<file path="src/verilog/rmc_pkg.sv">
/*
 rmc_pkg: constants, build options and carrier types of the small 8-bit
 controller core block.
 assumes: one clock domain (pclk); the watchdog clock and all pins are
 sampled inside that domain.
*/
package rmc_pkg;

    // build-time configuration
    localparam int STACK_LEVELS = 2;
    localparam int RAM_SIZE = 128;
    localparam bit RAM_SYNC = 1'b0;
    localparam int PROG_SIZE = 2048;
    localparam bit USE_SLEEP = 1'b1;
    localparam bit USE_WDT = 1'b1;
    localparam bit USE_TIMER = 1'b1;
    localparam logic [2:0] USE_PORTS = 3'h7;
    localparam int PORT_COUNT = 3;

    // register byte offsets
    localparam logic [7:0] OFS_COMMAND = 8'h00;
    localparam logic [7:0] OFS_FILE_SELECT_POINTER = 8'h04;
    localparam logic [7:0] OFS_FILE_ADDR = 8'h08;
    localparam logic [7:0] OFS_FILE_DATA = 8'h0c;
    localparam logic [7:0] OFS_OPTION = 8'h10;
    localparam logic [7:0] OFS_TIMER = 8'h14;
    localparam logic [7:0] OFS_WDT_CFG = 8'h18;
    localparam logic [7:0] OFS_STATUS = 8'h1c;
    localparam logic [7:0] OFS_PORT_REG_BASE = 8'h20;
    localparam logic [7:0] OFS_DIRECTION_REG_BASE = 8'h2c;

    // field positions
    localparam int CMD_OP_LSB = 0;
    localparam int CMD_TARGET_LSB = 8;
    localparam int CMD_LITERAL_LSB = 20;
    localparam int OPT_RATE_LSB = 0;
    localparam int OPT_PRESCALE_OFF_BIT = 3;
    localparam int OPT_EDGE_BIT = 4;
    localparam int OPT_SOURCE_BIT = 5;
    localparam int WDT_PRE_LSB = 0;
    localparam int WDT_PERIOD_LSB = 8;
    localparam int WDT_EN_BIT = 16;
    localparam int ST_WDT_RESET_BIT = 0;
    localparam int ST_WAKE_BIT = 1;
    localparam int ST_SLEEP_BIT = 2;
    localparam int ST_LITERAL_LSB = 8;

    // values after reset, and the indirect file number
    localparam logic [11:0] RESET_VECTOR = 12'h000;
    localparam logic [7:0] OPTION_RESET = 8'hff;
    localparam logic [7:0] DIR_RESET = 8'hff;
    localparam logic [16:0] WDT_CFG_RESET = 17'h1ffff;
    localparam logic [4:0] INDIRECT_FILE = 5'h00;

    // cycle counts
    localparam int TIMER_BASE_CYCLES = 4;
    localparam logic [1:0] RAM_READ_PHASE = RAM_SYNC ? 2'h2 : 2'h1;

    typedef enum logic [2:0] {
        CMD_NONE,
        CMD_CALL,
        CMD_RETURN_WITH_LITERAL,
        CMD_JUMP,
        CMD_STEP,
        CMD_SLEEP,
        CMD_CLEAR_WDT
    } rmc_cmd_type;

    typedef struct packed {
        logic psel;
        logic penable;
        logic pwrite;
        logic [7:0] paddr;
        logic [31:0] pwdata;
    } rmc_apb_req_type;

    typedef struct packed {
        logic [31:0] prdata;
        logic pready;
        logic pslverr;
    } rmc_apb_rsp_type;

    typedef struct packed {
        logic [7:0] addr;
        logic [7:0] wdata;
        logic we;
        logic oe;
    } rmc_ram_out_type;

    typedef struct packed {
        rmc_apb_rsp_type rsp;
        logic [1:0] phase;
        logic rd_ram;
        logic [11:0] program_counter;
        logic [STACK_LEVELS-1:0][11:0] stack;
        logic [2:0] sp;
        logic [7:0] literal;
        logic [7:0] file_select_pointer;
        logic [4:0] file_addr;
        rmc_ram_out_type ram;
        logic [7:0] option;
        logic [7:0] timer;
        logic [7:0] prescale;
        logic [1:0] base_div;
        logic [2:0] t0_sync;
        logic [2:0] wclk_sync;
        logic [1:0] mclr_sync;
        logic [7:0] watchdog_counter;
        logic [6:0] wdt_pre;
        logic [16:0] wdt_cfg;
        logic wdt_flag;
        logic wake_flag;
        logic sleep;
        logic [2:0][7:0] pin_s1;
        logic [2:0][7:0] pin_s2;
        logic [2:0][7:0] port_out;
        logic [2:0][7:0] port_dir;
    } rmc_state_type;

endpackage : rmc_pkg
</file>
<file path="src/verilog/rmc_core.sv">
/*
 rmc_core: program counter with circular return stack, data RAM address
 forming, timer/counter with prescaler, watchdog, sleep control and three
 8-bit ports, all driven from an APB register slave.
 assumes: pclk runs continuously (sleep is only signalled on the sleep
 output); ram, program memory and port pins are outside this block.
*/
// Overview of operation
// - a call command saves the return address into the return stack
// - return-with-literal pops the top stack entry into the program counter
// - stack is circular; extra pushes overwrite the oldest entry silently
// - stack and its pointer are invisible to software and memory spaces
// - stack depth is a build constant from one to eight, default two
// - ram size up to 256, default 128, and ram type are build constants
// - direct ram address is pointer bits 7:5 joined with five file bits
// - the indirect register accesses the address held in the pointer
// - indirect access to the indirect register reads 00h, writes nothing
// - timer mode without prescaler counts once every four clocks
// - with prescaler assigned the rate divides by two up to 256
// - counter mode counts external input edges, polarity chosen in option
// - the timer register is readable and writable as eight bits
// - watchdog counts on its own clock, also during sleep
// - watchdog has a 7-bit prescaler and a configurable timeout period
// - watchdog timeout while running resets the core
// - watchdog timeout while sleeping wakes the core to continue
// - user reset also wakes the core from sleep
// - port reads return the synchronised pin levels, not the latch
// - port writes update the output latch driving the port outputs
// - a set direction bit makes the pin an input, driver high impedance
`timescale 1ns/100ps

module rmc_core
    import rmc_pkg::*;
(
    input wire logic pclk,
    input wire logic presetn,
    input wire rmc_apb_req_type apb_req,
    output rmc_apb_rsp_type apb_rsp,
    input wire logic watchdog_clock,
    input wire logic user_reset_n,
    input wire logic timer_external_input,
    input wire logic [11:0] prgdata,
    output logic [11:0] prgaddr,
    input wire logic [7:0] ramdati,
    output rmc_ram_out_type ram_out,
    output logic sleep,
    input wire logic [2:0][7:0] port_in,
    output logic [2:0][7:0] port_out,
    output logic [2:0][7:0] port_dir
);

    rmc_state_type s;
    rmc_state_type next_s;

    function automatic logic [11:0] pc_limit(input logic [11:0] value);
        return value & 12'(PROG_SIZE - 1);
    endfunction : pc_limit

    function automatic logic [11:0] pc_next(input logic [11:0] value);
        return pc_limit(12'(value + 12'h001));
    endfunction : pc_next

    // bit 8 tells whether a real ram cell is reached
    function automatic logic [8:0] file_address(input logic [7:0] pointer,
                                                input logic [4:0] file_sel);
        logic [7:0] addr;
        logic hit;
        if (file_sel == INDIRECT_FILE) begin
            addr = pointer;
        end else begin
            addr = {pointer[7:5], file_sel};
        end
        // the indirect register pointing at itself reaches no cell
        hit = (addr[4:0] != INDIRECT_FILE) && (9'(addr) < 9'(RAM_SIZE));
        return {hit, addr};
    endfunction : file_address

    function automatic logic reg_mapped(input logic [7:0] ofs);
        logic known;
        known = (ofs[1:0] == 2'h0) && (ofs < OFS_DIRECTION_REG_BASE + 8'(4 * PORT_COUNT));
        return known;
    endfunction : reg_mapped

    // each port owns a latch word and a direction word, twelve bytes apart
    function automatic logic port_hit(input logic [7:0] ofs, input logic [7:0] base,
                                      input int idx);
        return USE_PORTS[idx] && (ofs == 8'(base + 8'(4 * idx)));
    endfunction : port_hit

    function automatic logic [31:0] byte_word(input logic [7:0] value);
        return {24'h000000, value};
    endfunction : byte_word

    // core-level reset: keeps watchdog setup, flags and the bus handshake
    function automatic rmc_state_type core_reset(input rmc_state_type st);
        rmc_state_type r;
        r = st;
        r.program_counter = RESET_VECTOR;
        r.stack = '0;
        r.sp = 3'h0;
        r.file_select_pointer = 8'h00;
        r.option = OPTION_RESET;
        r.timer = 8'h00;
        r.prescale = 8'h00;
        r.base_div = 2'h0;
        r.watchdog_counter = 8'h00;
        r.wdt_pre = 7'h00;
        r.sleep = 1'b0;
        r.port_out = '0;
        r.port_dir = {PORT_COUNT{DIR_RESET}};
        return r;
    endfunction : core_reset

    always_comb begin
        logic access;
        logic wtick;
        logic wdt_timeout;
        logic t0_edge;
        logic src_tick;
        logic [7:0] mask;
        logic [8:0] fa;
        logic [2:0] sp_up;
        logic [2:0] sp_down;
        logic [31:0] rdata;
        rmc_cmd_type op;
        access = 1'b0;
        wtick = 1'b0;
        wdt_timeout = 1'b0;
        t0_edge = 1'b0;
        src_tick = 1'b0;
        mask = 8'h00;
        fa = file_address(s.file_select_pointer, s.file_addr);
        sp_up = (s.sp == 3'(STACK_LEVELS - 1)) ? 3'h0 : 3'(s.sp + 3'h1);
        sp_down = (s.sp == 3'h0) ? 3'(STACK_LEVELS - 1) : 3'(s.sp - 3'h1);
        rdata = 32'h0000_0000;
        op = rmc_cmd_type'(apb_req.pwdata[CMD_OP_LSB +: 3]);

        next_s = s;
        next_s.rsp.pready = 1'b0;
        next_s.rsp.pslverr = 1'b0;
        next_s.ram.we = 1'b0;
        next_s.ram.oe = 1'b0;

        // synchronisers; only the second stage onward is looked at
        next_s.t0_sync = {s.t0_sync[1:0], timer_external_input};
        next_s.wclk_sync = {s.wclk_sync[1:0], watchdog_clock};
        next_s.mclr_sync = {s.mclr_sync[0], user_reset_n};
        next_s.pin_s1 = port_in;
        next_s.pin_s2 = s.pin_s1;

        // watchdog: edges of its own clock, counted whether asleep or not
        // limitation: the watchdog clock must run well below pclk or edges are lost
        wtick = s.wclk_sync[1] & ~s.wclk_sync[2];
        if (USE_WDT && s.wdt_cfg[WDT_EN_BIT] && wtick) begin
            if (s.wdt_pre == s.wdt_cfg[WDT_PRE_LSB +: 7]) begin
                next_s.wdt_pre = 7'h00;
                if (s.watchdog_counter == s.wdt_cfg[WDT_PERIOD_LSB +: 8]) begin
                    wdt_timeout = 1'b1;
                end else begin
                    next_s.watchdog_counter = 8'(s.watchdog_counter + 8'h01);
                end
            end else begin
                next_s.wdt_pre = 7'(s.wdt_pre + 7'h01);
            end
        end

        // timer is frozen in sleep, as the core clock would be stopped
        if (USE_TIMER && !s.sleep) begin
            next_s.base_div = 2'(s.base_div + 2'h1);
            if (s.option[OPT_EDGE_BIT]) begin
                t0_edge = ~s.t0_sync[1] & s.t0_sync[2];
            end else begin
                t0_edge = s.t0_sync[1] & ~s.t0_sync[2];
            end
            if (s.option[OPT_SOURCE_BIT]) begin
                src_tick = t0_edge;
            end else begin
                src_tick = (s.base_div == 2'(TIMER_BASE_CYCLES - 1));
            end
            mask = 8'((9'h002 << s.option[OPT_RATE_LSB +: 3]) - 9'h001);
            if (src_tick) begin
                if (s.option[OPT_PRESCALE_OFF_BIT]) begin
                    next_s.timer = 8'(s.timer + 8'h01);
                end else begin
                    next_s.prescale = 8'(s.prescale + 8'h01);
                    if ((s.prescale & mask) == mask) begin
                        next_s.timer = 8'(s.timer + 8'h01);
                    end
                end
            end
        end

        // pready gates the access so a request still held is not taken twice
        access = apb_req.psel & apb_req.penable & ~s.rsp.pready;

        if (access && s.phase == 2'h0) begin
            next_s.phase = 2'h1;
            if (apb_req.pwrite) begin
                unique case (apb_req.paddr)
                    OFS_COMMAND: begin
                        if (!s.sleep) begin
                            unique case (op)
                                CMD_CALL: begin
                                    next_s.stack[s.sp] = pc_next(s.program_counter);
                                    next_s.sp = sp_up;
                                    next_s.program_counter = pc_limit(apb_req.pwdata[CMD_TARGET_LSB +: 12]);
                                end
                                CMD_RETURN_WITH_LITERAL: begin
                                    next_s.program_counter = s.stack[sp_down];
                                    next_s.sp = sp_down;
                                    next_s.literal = apb_req.pwdata[CMD_LITERAL_LSB +: 8];
                                end
                                CMD_JUMP: begin
                                    next_s.program_counter = pc_limit(apb_req.pwdata[CMD_TARGET_LSB +: 12]);
                                end
                                CMD_STEP: begin
                                    next_s.program_counter = pc_next(s.program_counter);
                                end
                                CMD_SLEEP: begin
                                    if (USE_SLEEP) begin
                                        next_s.sleep = 1'b1;
                                        next_s.watchdog_counter = 8'h00;
                                        next_s.wdt_pre = 7'h00;
                                    end
                                end
                                CMD_CLEAR_WDT: begin
                                    next_s.watchdog_counter = 8'h00;
                                    next_s.wdt_pre = 7'h00;
                                end
                                default: begin
                                end
                            endcase
                        end
                    end
                    OFS_FILE_SELECT_POINTER: begin
                        next_s.file_select_pointer = apb_req.pwdata[7:0];
                    end
                    OFS_FILE_ADDR: begin
                        next_s.file_addr = apb_req.pwdata[4:0];
                    end
                    OFS_FILE_DATA: begin
                        if (fa[8]) begin
                            next_s.ram.we = 1'b1;
                            next_s.ram.addr = fa[7:0];
                            next_s.ram.wdata = apb_req.pwdata[7:0];
                        end
                    end
                    OFS_OPTION: begin
                        next_s.option = apb_req.pwdata[7:0];
                    end
                    OFS_TIMER: begin
                        // writing the count restarts the prescaler too
                        next_s.timer = apb_req.pwdata[7:0];
                        next_s.prescale = 8'h00;
                    end
                    OFS_WDT_CFG: begin
                        next_s.wdt_cfg = apb_req.pwdata[16:0];
                    end
                    OFS_STATUS: begin
                        if (apb_req.pwdata[ST_WDT_RESET_BIT]) begin
                            next_s.wdt_flag = 1'b0;
                        end
                        if (apb_req.pwdata[ST_WAKE_BIT]) begin
                            next_s.wake_flag = 1'b0;
                        end
                    end
                    default: begin
                        for (int i = 0; i < PORT_COUNT; i++) begin
                            if (port_hit(apb_req.paddr, OFS_PORT_REG_BASE, i)) begin
                                next_s.port_out[i] = apb_req.pwdata[7:0];
                            end
                            if (port_hit(apb_req.paddr, OFS_DIRECTION_REG_BASE, i)) begin
                                next_s.port_dir[i] = apb_req.pwdata[7:0];
                            end
                        end
                    end
                endcase
            end else if (apb_req.paddr == OFS_FILE_DATA && fa[8]) begin
                next_s.ram.oe = 1'b1;
                next_s.ram.addr = fa[7:0];
                next_s.rd_ram = 1'b1;
            end
        end else if (access) begin
            // sync ram data arrives one cycle after the strobe
            if (!s.rd_ram || s.phase == RAM_READ_PHASE) begin
                unique case (apb_req.paddr)
                    OFS_COMMAND: begin
                        rdata = {8'h00, prgdata, s.program_counter};
                    end
                    OFS_FILE_SELECT_POINTER: begin
                        rdata = byte_word(s.file_select_pointer);
                    end
                    OFS_FILE_ADDR: begin
                        rdata = {27'h0000000, s.file_addr};
                    end
                    OFS_FILE_DATA: begin
                        rdata = s.rd_ram ? byte_word(ramdati) : 32'h0000_0000;
                    end
                    OFS_OPTION: begin
                        rdata = byte_word(s.option);
                    end
                    OFS_TIMER: begin
                        rdata = byte_word(s.timer);
                    end
                    OFS_WDT_CFG: begin
                        rdata = {15'h0000, s.wdt_cfg};
                    end
                    OFS_STATUS: begin
                        // the stack pointer is deliberately not shown here
                        rdata = {16'h0000, s.literal, 5'h00, s.sleep, s.wake_flag, s.wdt_flag};
                    end
                    default: begin
                        for (int i = 0; i < PORT_COUNT; i++) begin
                            if (port_hit(apb_req.paddr, OFS_PORT_REG_BASE, i)) begin
                                rdata = byte_word(s.pin_s2[i]);
                            end
                            if (port_hit(apb_req.paddr, OFS_DIRECTION_REG_BASE, i)) begin
                                rdata = byte_word(s.port_dir[i]);
                            end
                        end
                    end
                endcase
                next_s.rsp.prdata = rdata;
                next_s.rsp.pready = 1'b1;
                next_s.rsp.pslverr = ~reg_mapped(apb_req.paddr);
                next_s.phase = 2'h0;
                next_s.rd_ram = 1'b0;
            end else begin
                next_s.phase = 2'(s.phase + 2'h1);
            end
        end

        // resets and wake-up come last so they win over any write to the fields they set
        if (!s.mclr_sync[1]) begin
            next_s = core_reset(next_s);
        end else if (wdt_timeout) begin
            if (s.sleep) begin
                next_s.sleep = 1'b0;
                next_s.watchdog_counter = 8'h00;
                next_s.wdt_pre = 7'h00;
                next_s.wake_flag = 1'b1;
            end else begin
                next_s = core_reset(next_s);
                next_s.wdt_flag = 1'b1;
            end
        end
    end

    always_ff @(posedge pclk or negedge presetn) begin
        if (!presetn) begin
            s <= '0;
            s.program_counter <= RESET_VECTOR;
            s.option <= OPTION_RESET;
            s.port_dir <= {PORT_COUNT{DIR_RESET}};
            s.wdt_cfg <= WDT_CFG_RESET;
        end else begin
            s <= next_s;
        end
    end

    assign apb_rsp = s.rsp;
    assign prgaddr = s.program_counter;
    assign ram_out = s.ram;
    assign sleep = s.sleep;
    assign port_out = s.port_out;
    assign port_dir = s.port_dir;

endmodule : rmc_core

</file>
<file path="config.mk">
export PLATFORM = sky130hd
export DESIGN_NAME = rmc_core
export DESIGN_NICKNAME = d
export VERILOG_FILES = /design/src/verilog/rmc_pkg.sv /design/src/verilog/rmc_core.sv
export SDC_FILE = /design/constraint.sdc
export NUM_CORES = 1
export LEC_CHECK = 0
export BUFFER_PORTS_ARGS = -buffer_cell sky130_fd_sc_hd__buf_2
export CORE_MARGIN = 4
export CORE_UTILIZATION = 55
export CTS_CLUSTER_DIAMETER = 80
export DETAILED_ROUTE_END_ITERATION = 8
export MAX_ROUTING_LAYER = met4
export PLACE_DENSITY = 0.78
export SLEW_MARGIN = 20
export SYNTH_ARGS = -nofsm -noshare
export SYNTH_HDL_FRONTEND = slang
export SYNTH_SLANG_ARGS = --single-unit
</file>
<file path="constraint.sdc">
create_clock -name pclk -period 7.5 [get_ports pclk]
set_clock_uncertainty 0.15 [all_clocks]
set_input_delay 1.125 -clock pclk [delete_from_list [all_inputs] [get_ports pclk]]
set_output_delay 1.125 -clock pclk [all_outputs]
set_load 0.1 [all_outputs]
</file>
==> out/metrics.cfg, run 1 <==
[status]
status=finished, final reports clean

[setup_path]
worstPathArrival_ps=4140
path_depth=7
cp.required_ps=7760
critical_path_class=in -> reg
worstPathBufferInverterCount=1
cp_slowest_cell=or4_1
cp_max_fo=30
cp-start-kind=input pin
cp_top_family=simple AND/OR/NAND/NOR gates
r2r_cells=6
end_kind=flip-flop
path_cells=buf_2 -> or4_1 -> or2_1 -> nor3_1 -> nand4_1 -> mux2i_1 -> nor2_1
r2r_slack_ps=4020
cpPeakStageDelay_ps=840

[synthesis]
ys_types=61
synth-main-ff-cell=dfrtp_1
yosys_warnings=0
synth_edf_count=0
async_flop_share=1.00
syn_inst=1260
ys_seq_area_frac=0.522
synth_area_mm2=0.0132
synth.avg_cell_area_um2=10.4
ys_ff_latch=272

[worst_hold_path]
worstHoldPathCells=0
hold_path_class=reg -> reg

[sta]
clock.fmax_ghz=0.258
slew_headroom=0.271
fin_crit_ps=3880
fin_tns_setup_ps=0
period_share=0.517
rsz0062_at_grt=no
slew_viol_final=0
tightest_slew_ps=1090
setup_viol=0
finalHoldViolCount=0

[placed_design]
io_buffer_count=191
hpwlAfterDp_um=22300
place.gp.congestion=0.929

[power_and_ir_drop]
power.total_mw=3.42
ir_drop_mv=0.186
p_leak_nw=6.74
powerDensity_mw_per_mm2=236

[route]
drt_wl_total_um=32700
wl_per_cell_um=19.6
initialDrtViolationCount=1041
drc=0
vias=9666
first_pass_iters=6
via_per_inst=5.81
postRouteAntennaNets=0

[clock_tree]
cts_root_buffer=clkbuf_16
insertion_delay_ps=560
path_clk_slew_ps=60
post_cts_resized=0
postCtsSetupRepairBufs=0
htreeDepth=1
cts_buffer_depth=3
tritoncts=yes
hold_buffers=0
cts.sinks=272
numCtsBuffers=28

[layout]
synthToLayoutAreaGrowth_pct=10.2
drive_gt1_frac=0.268
nets=1420
post-route-util=0.617
fillers=1858

[job]
max-cap-violations=0

[global_routing]
grt_max_degree=134
grt_pass1_vias=9470
antenna_found_initial=3
grt_first_pass_wirelength_um=51300
grtUsageTotal=0.249
overflow=0

[floorplan]
rows=56
die_w_um=163
pin_count=205
die_h_um=163
core_area_mm2=0.0235
start_util=0.561
die_area_mm2=0.0265

## metrics by stage
| step | area [um^2] | hold WS, ps | std cells | setup slack, ps |
|---|---|---|---|---|
| after floorplan | 13200 | 181 | 1267 | 3840 |
| after global placement | 13500 | 182 | 1608 | 3160 |
| after detailed placement | 13500 | 185 | 1608 | 3120 |
| after CTS | 14500 | 196 | 1660 | 3720 |
| after global routing | 14500 | 199 | 1663 | 3490 |
| final | 14500 | 194 | 1663 | 3620 |
## Yosys cell counts (17+ instances only)
library cell  count  area, um^2
dfrtp_1         223        5580
mux2_2           48         541
nor3_1           20         100
mux2i_1          68         681
clkbuf_1         56         210
o21ai_0          49         245
xor2_1           23         201
nand4_1          17         106
a21oi_1          47         235
buf_4           112         841
dfstp_2          49        1290
nand2_1         127         477
nand3_1          48         240
nor2_1          138         518
xnor2_1          30         263
## placed cells by master (no fill, tap or decap), drive strengths merged, types with 5 or more instances in the layout
master,instances
a211oi,10
a22o,7
mux2,56
a222oi,11
xnor2,30
a21oi,47
nand2,127
nor2,139
nand2b,5
a31o,5
nor2b,11
o21ai,50
buf,198
a31oi,6
dfrtp,223
clkbuf,45
nor4,5
o22ai,5
a221o,7
xor2,23
nand4,17
a22oi,12
nor3,21
a221oi,12
inv,15
conb,8
and3,15
mux2i,68
or3,7
ha,9
nand3b,5
dfstp,49
nand3,48
## metal layers
layer  GRT usage  wire, um  vias to the layer above
met5           -         0                        -
met4      0.0930      1240                        0
met3      0.0430      2920                       97
met2       0.385     15300                      500
met1       0.335     13200                     4654
li1            -         -                     4415
## path summary, 6_finish.rpt
kind	start	end
max	apb_req[34]	s[217]$_DFF_PN0_
min	s[92]$_DFF_PN0_	s[68]$_DFF_PN0_
max reg2reg	s[244]$_DFFE_PN0P_	s[230]$_DFF_PN0_
min reg2reg	s[92]$_DFF_PN0_	s[68]$_DFF_PN0_
max in group asynchronous	presetn	s[202]$_DFFE_PN0P_
min in group asynchronous	presetn	s[82]$_DFF_PN0_
## sequential cells by signal, summed over array words and instances (netlist names)
name	cells
port_dir	24
sleep	1
s	167
port_out	24
prgaddr	12
apb_rsp	26
ram_out	18
## area by class of cell
class | instances | area [um^2] | area share
multi-input cells | 804 | 5190 | 0.358
diodes | 3 | 7.51 | 0.000518
well taps | 319 | 399 | 0.0275
clock buffers | 45 | 825 | 0.0569
clock inverters | 7 | 113 | 0.00777
repair buffers | 198 | 1030 | 0.0711
flip-flops and latches | 272 | 6870 | 0.474
inverters | 15 | 56.3 | 0.00389
## kinds of logic after synthesis
kind of cell | after synthesis | synth area share
xor gates and xnor gates | 53 | 0.0353
adders and majority gates | 9 | 0.00856
muxes | 126 | 0.105
DFF | 272 | 0.522
AOI/OAI and AO/OA | 187 | 0.0938
buffers and inverters | 191 | 0.0880
other | 1 | 0.000285
and+or+nand+nor | 421 | 0.147
## power breakdown
part / internal (mW) / leakage [nW] / switching, mW / total (mW)
clock network: 0.823 / 0.453 / 0.569 / 1.39
logic: 0.0897 / 2.84 / 0.392 / 0.481
registers: 1.52 / 3.45 / 0.0258 / 1.55
(Power assumes the default switching activity.)
==> run 2, diff against run 1 <==
- clock period: 7.5 -> 4.1 ns (I/O delays scaled with it)
==> run 2 against run 1 <==
- die area stayed put
- final cell count rose by 1.9%
- non-clock buffer count is 33 higher
- combinational power is 87% higher
- first-iteration DRC count fell by 4.5%
- register-to-register slack worse by 2800 ps
- utilization rose by 1.3 points
- critical path type is now reg -> reg
==> out/metrics.cfg, run 2 (same netlist as run 1, synthesis figures left out) <==
[status]
status=finished, final reports clean

[floorplan]
die_h_um=163  ; unchanged
start_util=0.561  ; unchanged
die_area_mm2=0.0265  ; unchanged
die_w_um=163  ; unchanged
pin_count=205  ; unchanged
rows=56  ; unchanged
core_area_mm2=0.0235  ; unchanged

[sta]
fin_tns_setup_ps=0  ; unchanged
clock.fmax_ghz=0.347
rsz0062_at_grt=no
finalHoldViolCount=0  ; unchanged
tightest_slew_ps=1100  ; +18.2 ps
setup_viol=0  ; unchanged
slew_headroom=0.259  ; -0.0122
slew_viol_final=0  ; unchanged
fin_crit_ps=2880
layout_setup_ws_ps=1220  ; -2400 ps
period_share=0.702

[power_and_ir_drop]
power.total_mw=6.37  ; +86%
power_switching_mw=1.82  ; +84%
p_leak_nw=6.93  ; +2.9%
p_clk_frac=0.414  ; +0.007
powerDensity_mw_per_mm2=430  ; +82%
seqPwrFrac=0.445  ; -0.007
ir_drop_mv=0.413  ; +120%
intPower_mw=4.55  ; +87%
p_sw_frac=0.285  ; -0.00340
combPwrFrac=0.141  ; about the same

[setup_path]
r2r_start=s[244]$_DFFE_PN0P_
worstPathArrival_ps=3110  ; -1030 ps
cp-start-kind=flip-flop
cpPeakStageDelay_ps=500  ; -340 ps
rr_endpoint=s[226]$_DFF_PN0_
r2r_slack_ps=1220  ; -2800 ps
cp_max_fo=12  ; -60%
path_cells=inv_1 -> ha_1 -> nand3_1 -> buf_4 -> nor4_1 -> nand4_1 -> buf_4 -> mux2i_1 -> nor2_1
cp.required_ps=4330  ; -3430 ps
r2r_cells=9  ; +3
cp_common_cell=buf_4
end_kind=flip-flop
cp_slowest_cell=nor4_1
critical_path_class=reg -> reg

[global_routing]
grt_first_pass_wirelength_um=53700  ; +4.7%
antenna_found_initial=2  ; -1
grtUsageTotal=0.261  ; +0.0115
overflow=0  ; unchanged
grt_pass1_vias=9785  ; +3.3%
grt_max_degree=88  ; -34%

[clock_tree]
htreeDepth=1  ; unchanged
insertion_delay_ps=550  ; about the same
cts.sinks=272  ; unchanged
cts_buffer_depth=3  ; unchanged
cts_root_buffer=clkbuf_16
numCtsBuffers=28  ; unchanged
post_cts_resized=0  ; unchanged
tritoncts=yes
path_clk_slew_ps=60  ; about the same

[layout]
largest_reg_flops=167  ; unchanged
drive_gt1_frac=0.283  ; +0.0147
regArea_mm2=0.00687  ; unchanged
fillers=1827  ; -1.7%
multiInputGateArea_mm2=0.00518  ; -0.26%
layout_commonest_cell=dfrtp_1
final_cell_mix=dfrtp_1, buf_2, nor2_1, nand2_1, mux2i_1
nets=1453  ; +2.3%
final_cell_area_mm2=0.0148  ; +2.2%
largest-register=s
synthToLayoutAreaGrowth_pct=12.5

[worst_hold_path]
worstHoldPathCells=1  ; +1
min_from=port_in[23]
hold_path_class=in -> reg
whs_endpoint=s[95]$_DFF_PN0_

[route]
first_pass_iters=6  ; unchanged
wl_per_cell_um=19.9  ; +1.2%
vias=9820  ; +1.6%
initialDrtViolationCount=994  ; -4.5%
drt_wl_total_um=33700  ; +3.2%
postRouteAntennaNets=0  ; unchanged
drc=0  ; unchanged
via_per_inst=5.79  ; -0.32%

[placed_design]
place_ws_ps=726  ; -2390 ps
place.gp.congestion=0.935  ; +0.59%
io_buffer_count=191  ; unchanged
hpwlAfterDp_um=23200  ; +3.9%
place_area_mm2=0.0137  ; +1.6%

[job]
max-cap-violations=0  ; unchanged

-- run 2: final cells by class --
type                       instances  share of cell area
timing repair buffer             231              0.0892
clock buffer                      41              0.0560
clock inverter                    11             0.00989
multi-input combinational        804               0.350
sequential                       272               0.464
antenna                            2            0.000338
tap                              319              0.0270
inverter                          15             0.00380
-- run 2: metal layers --
| layer | track usage | routed length, um | vias up |
|---|---|---|---|
| met2 | 0.406 | 16100 | 472 |
| met3 | 0.0461 | 2920 | 78 |
| met5 | - | 0 | - |
| met4 | 0.0869 | 1040 | 0 |
| met1 | 0.351 | 13600 | 4818 |
| li1 | - | - | 4452 |
-- run 2: repair_timing --
item | in CTS | in global routing
endpoints found under the hold margin | 56 | 6
hold buffers | 1 | 6
buffers inserted | 0 | 0
-- run 2: how the worst max path moves through the flow --
stage                             startpoint                     end  slack, ps  cells after the start
final                     s[244]$_DFFE_PN0P_        s[226]$_DFF_PN0_       1220                      9
after global routing      s[244]$_DFFE_PN0P_        s[228]$_DFF_PN0_       1050                      9
after CTS                 s[244]$_DFFE_PN0P_        s[226]$_DFF_PN0_       1290                      9
after detailed placement         apb_req[37]  ram_out[7]$_DFFE_PN0P_        730                      6
after global placement           apb_req[37]  ram_out[3]$_DFFE_PN0P_        750                      6
after floorplan                  apb_req[36]  ram_out[2]$_DFFE_PN0P_        950                      9
-- run 2: power by group through the flow --
stage / clock network (mW) / logic [mW] / registers, mW
2_1_floorplan: 0 / 0.727 / 2.86
3_3_place_gp: 0 / 0.881 / 2.87
3_5_place_dp: 0 / 0.890 / 2.88
4_1_cts: 2.67 / 0.894 / 2.83
5_1_grt: 2.80 / 0.948 / 2.84
6_report: 2.64 / 0.901 / 2.83
-- run 2: through the flow --
| stage | cells | utilization | hold slack (ps) |
|---|---|---|---|
| floorplan | 1267 | - | 169 |
| global placement | 1634 | 0.586 | 182 |
| detailed placement | 1634 | 0.586 | 185 |
| CTS | 1687 | 0.628 | 2.06 |
| global route | 1695 | 0.631 | 0.452 |
| finish | 1695 | 0.631 | 11.7 |
-- run 2: critical path: cells and delay by family, from the launching register on --
family / cells / cell delay (ps)
buf+inv: 3 / 630
simple gates: 4 / 1110
mux: 1 / 190
fa+ha+maj: 1 / 260
flops: 1 / 380
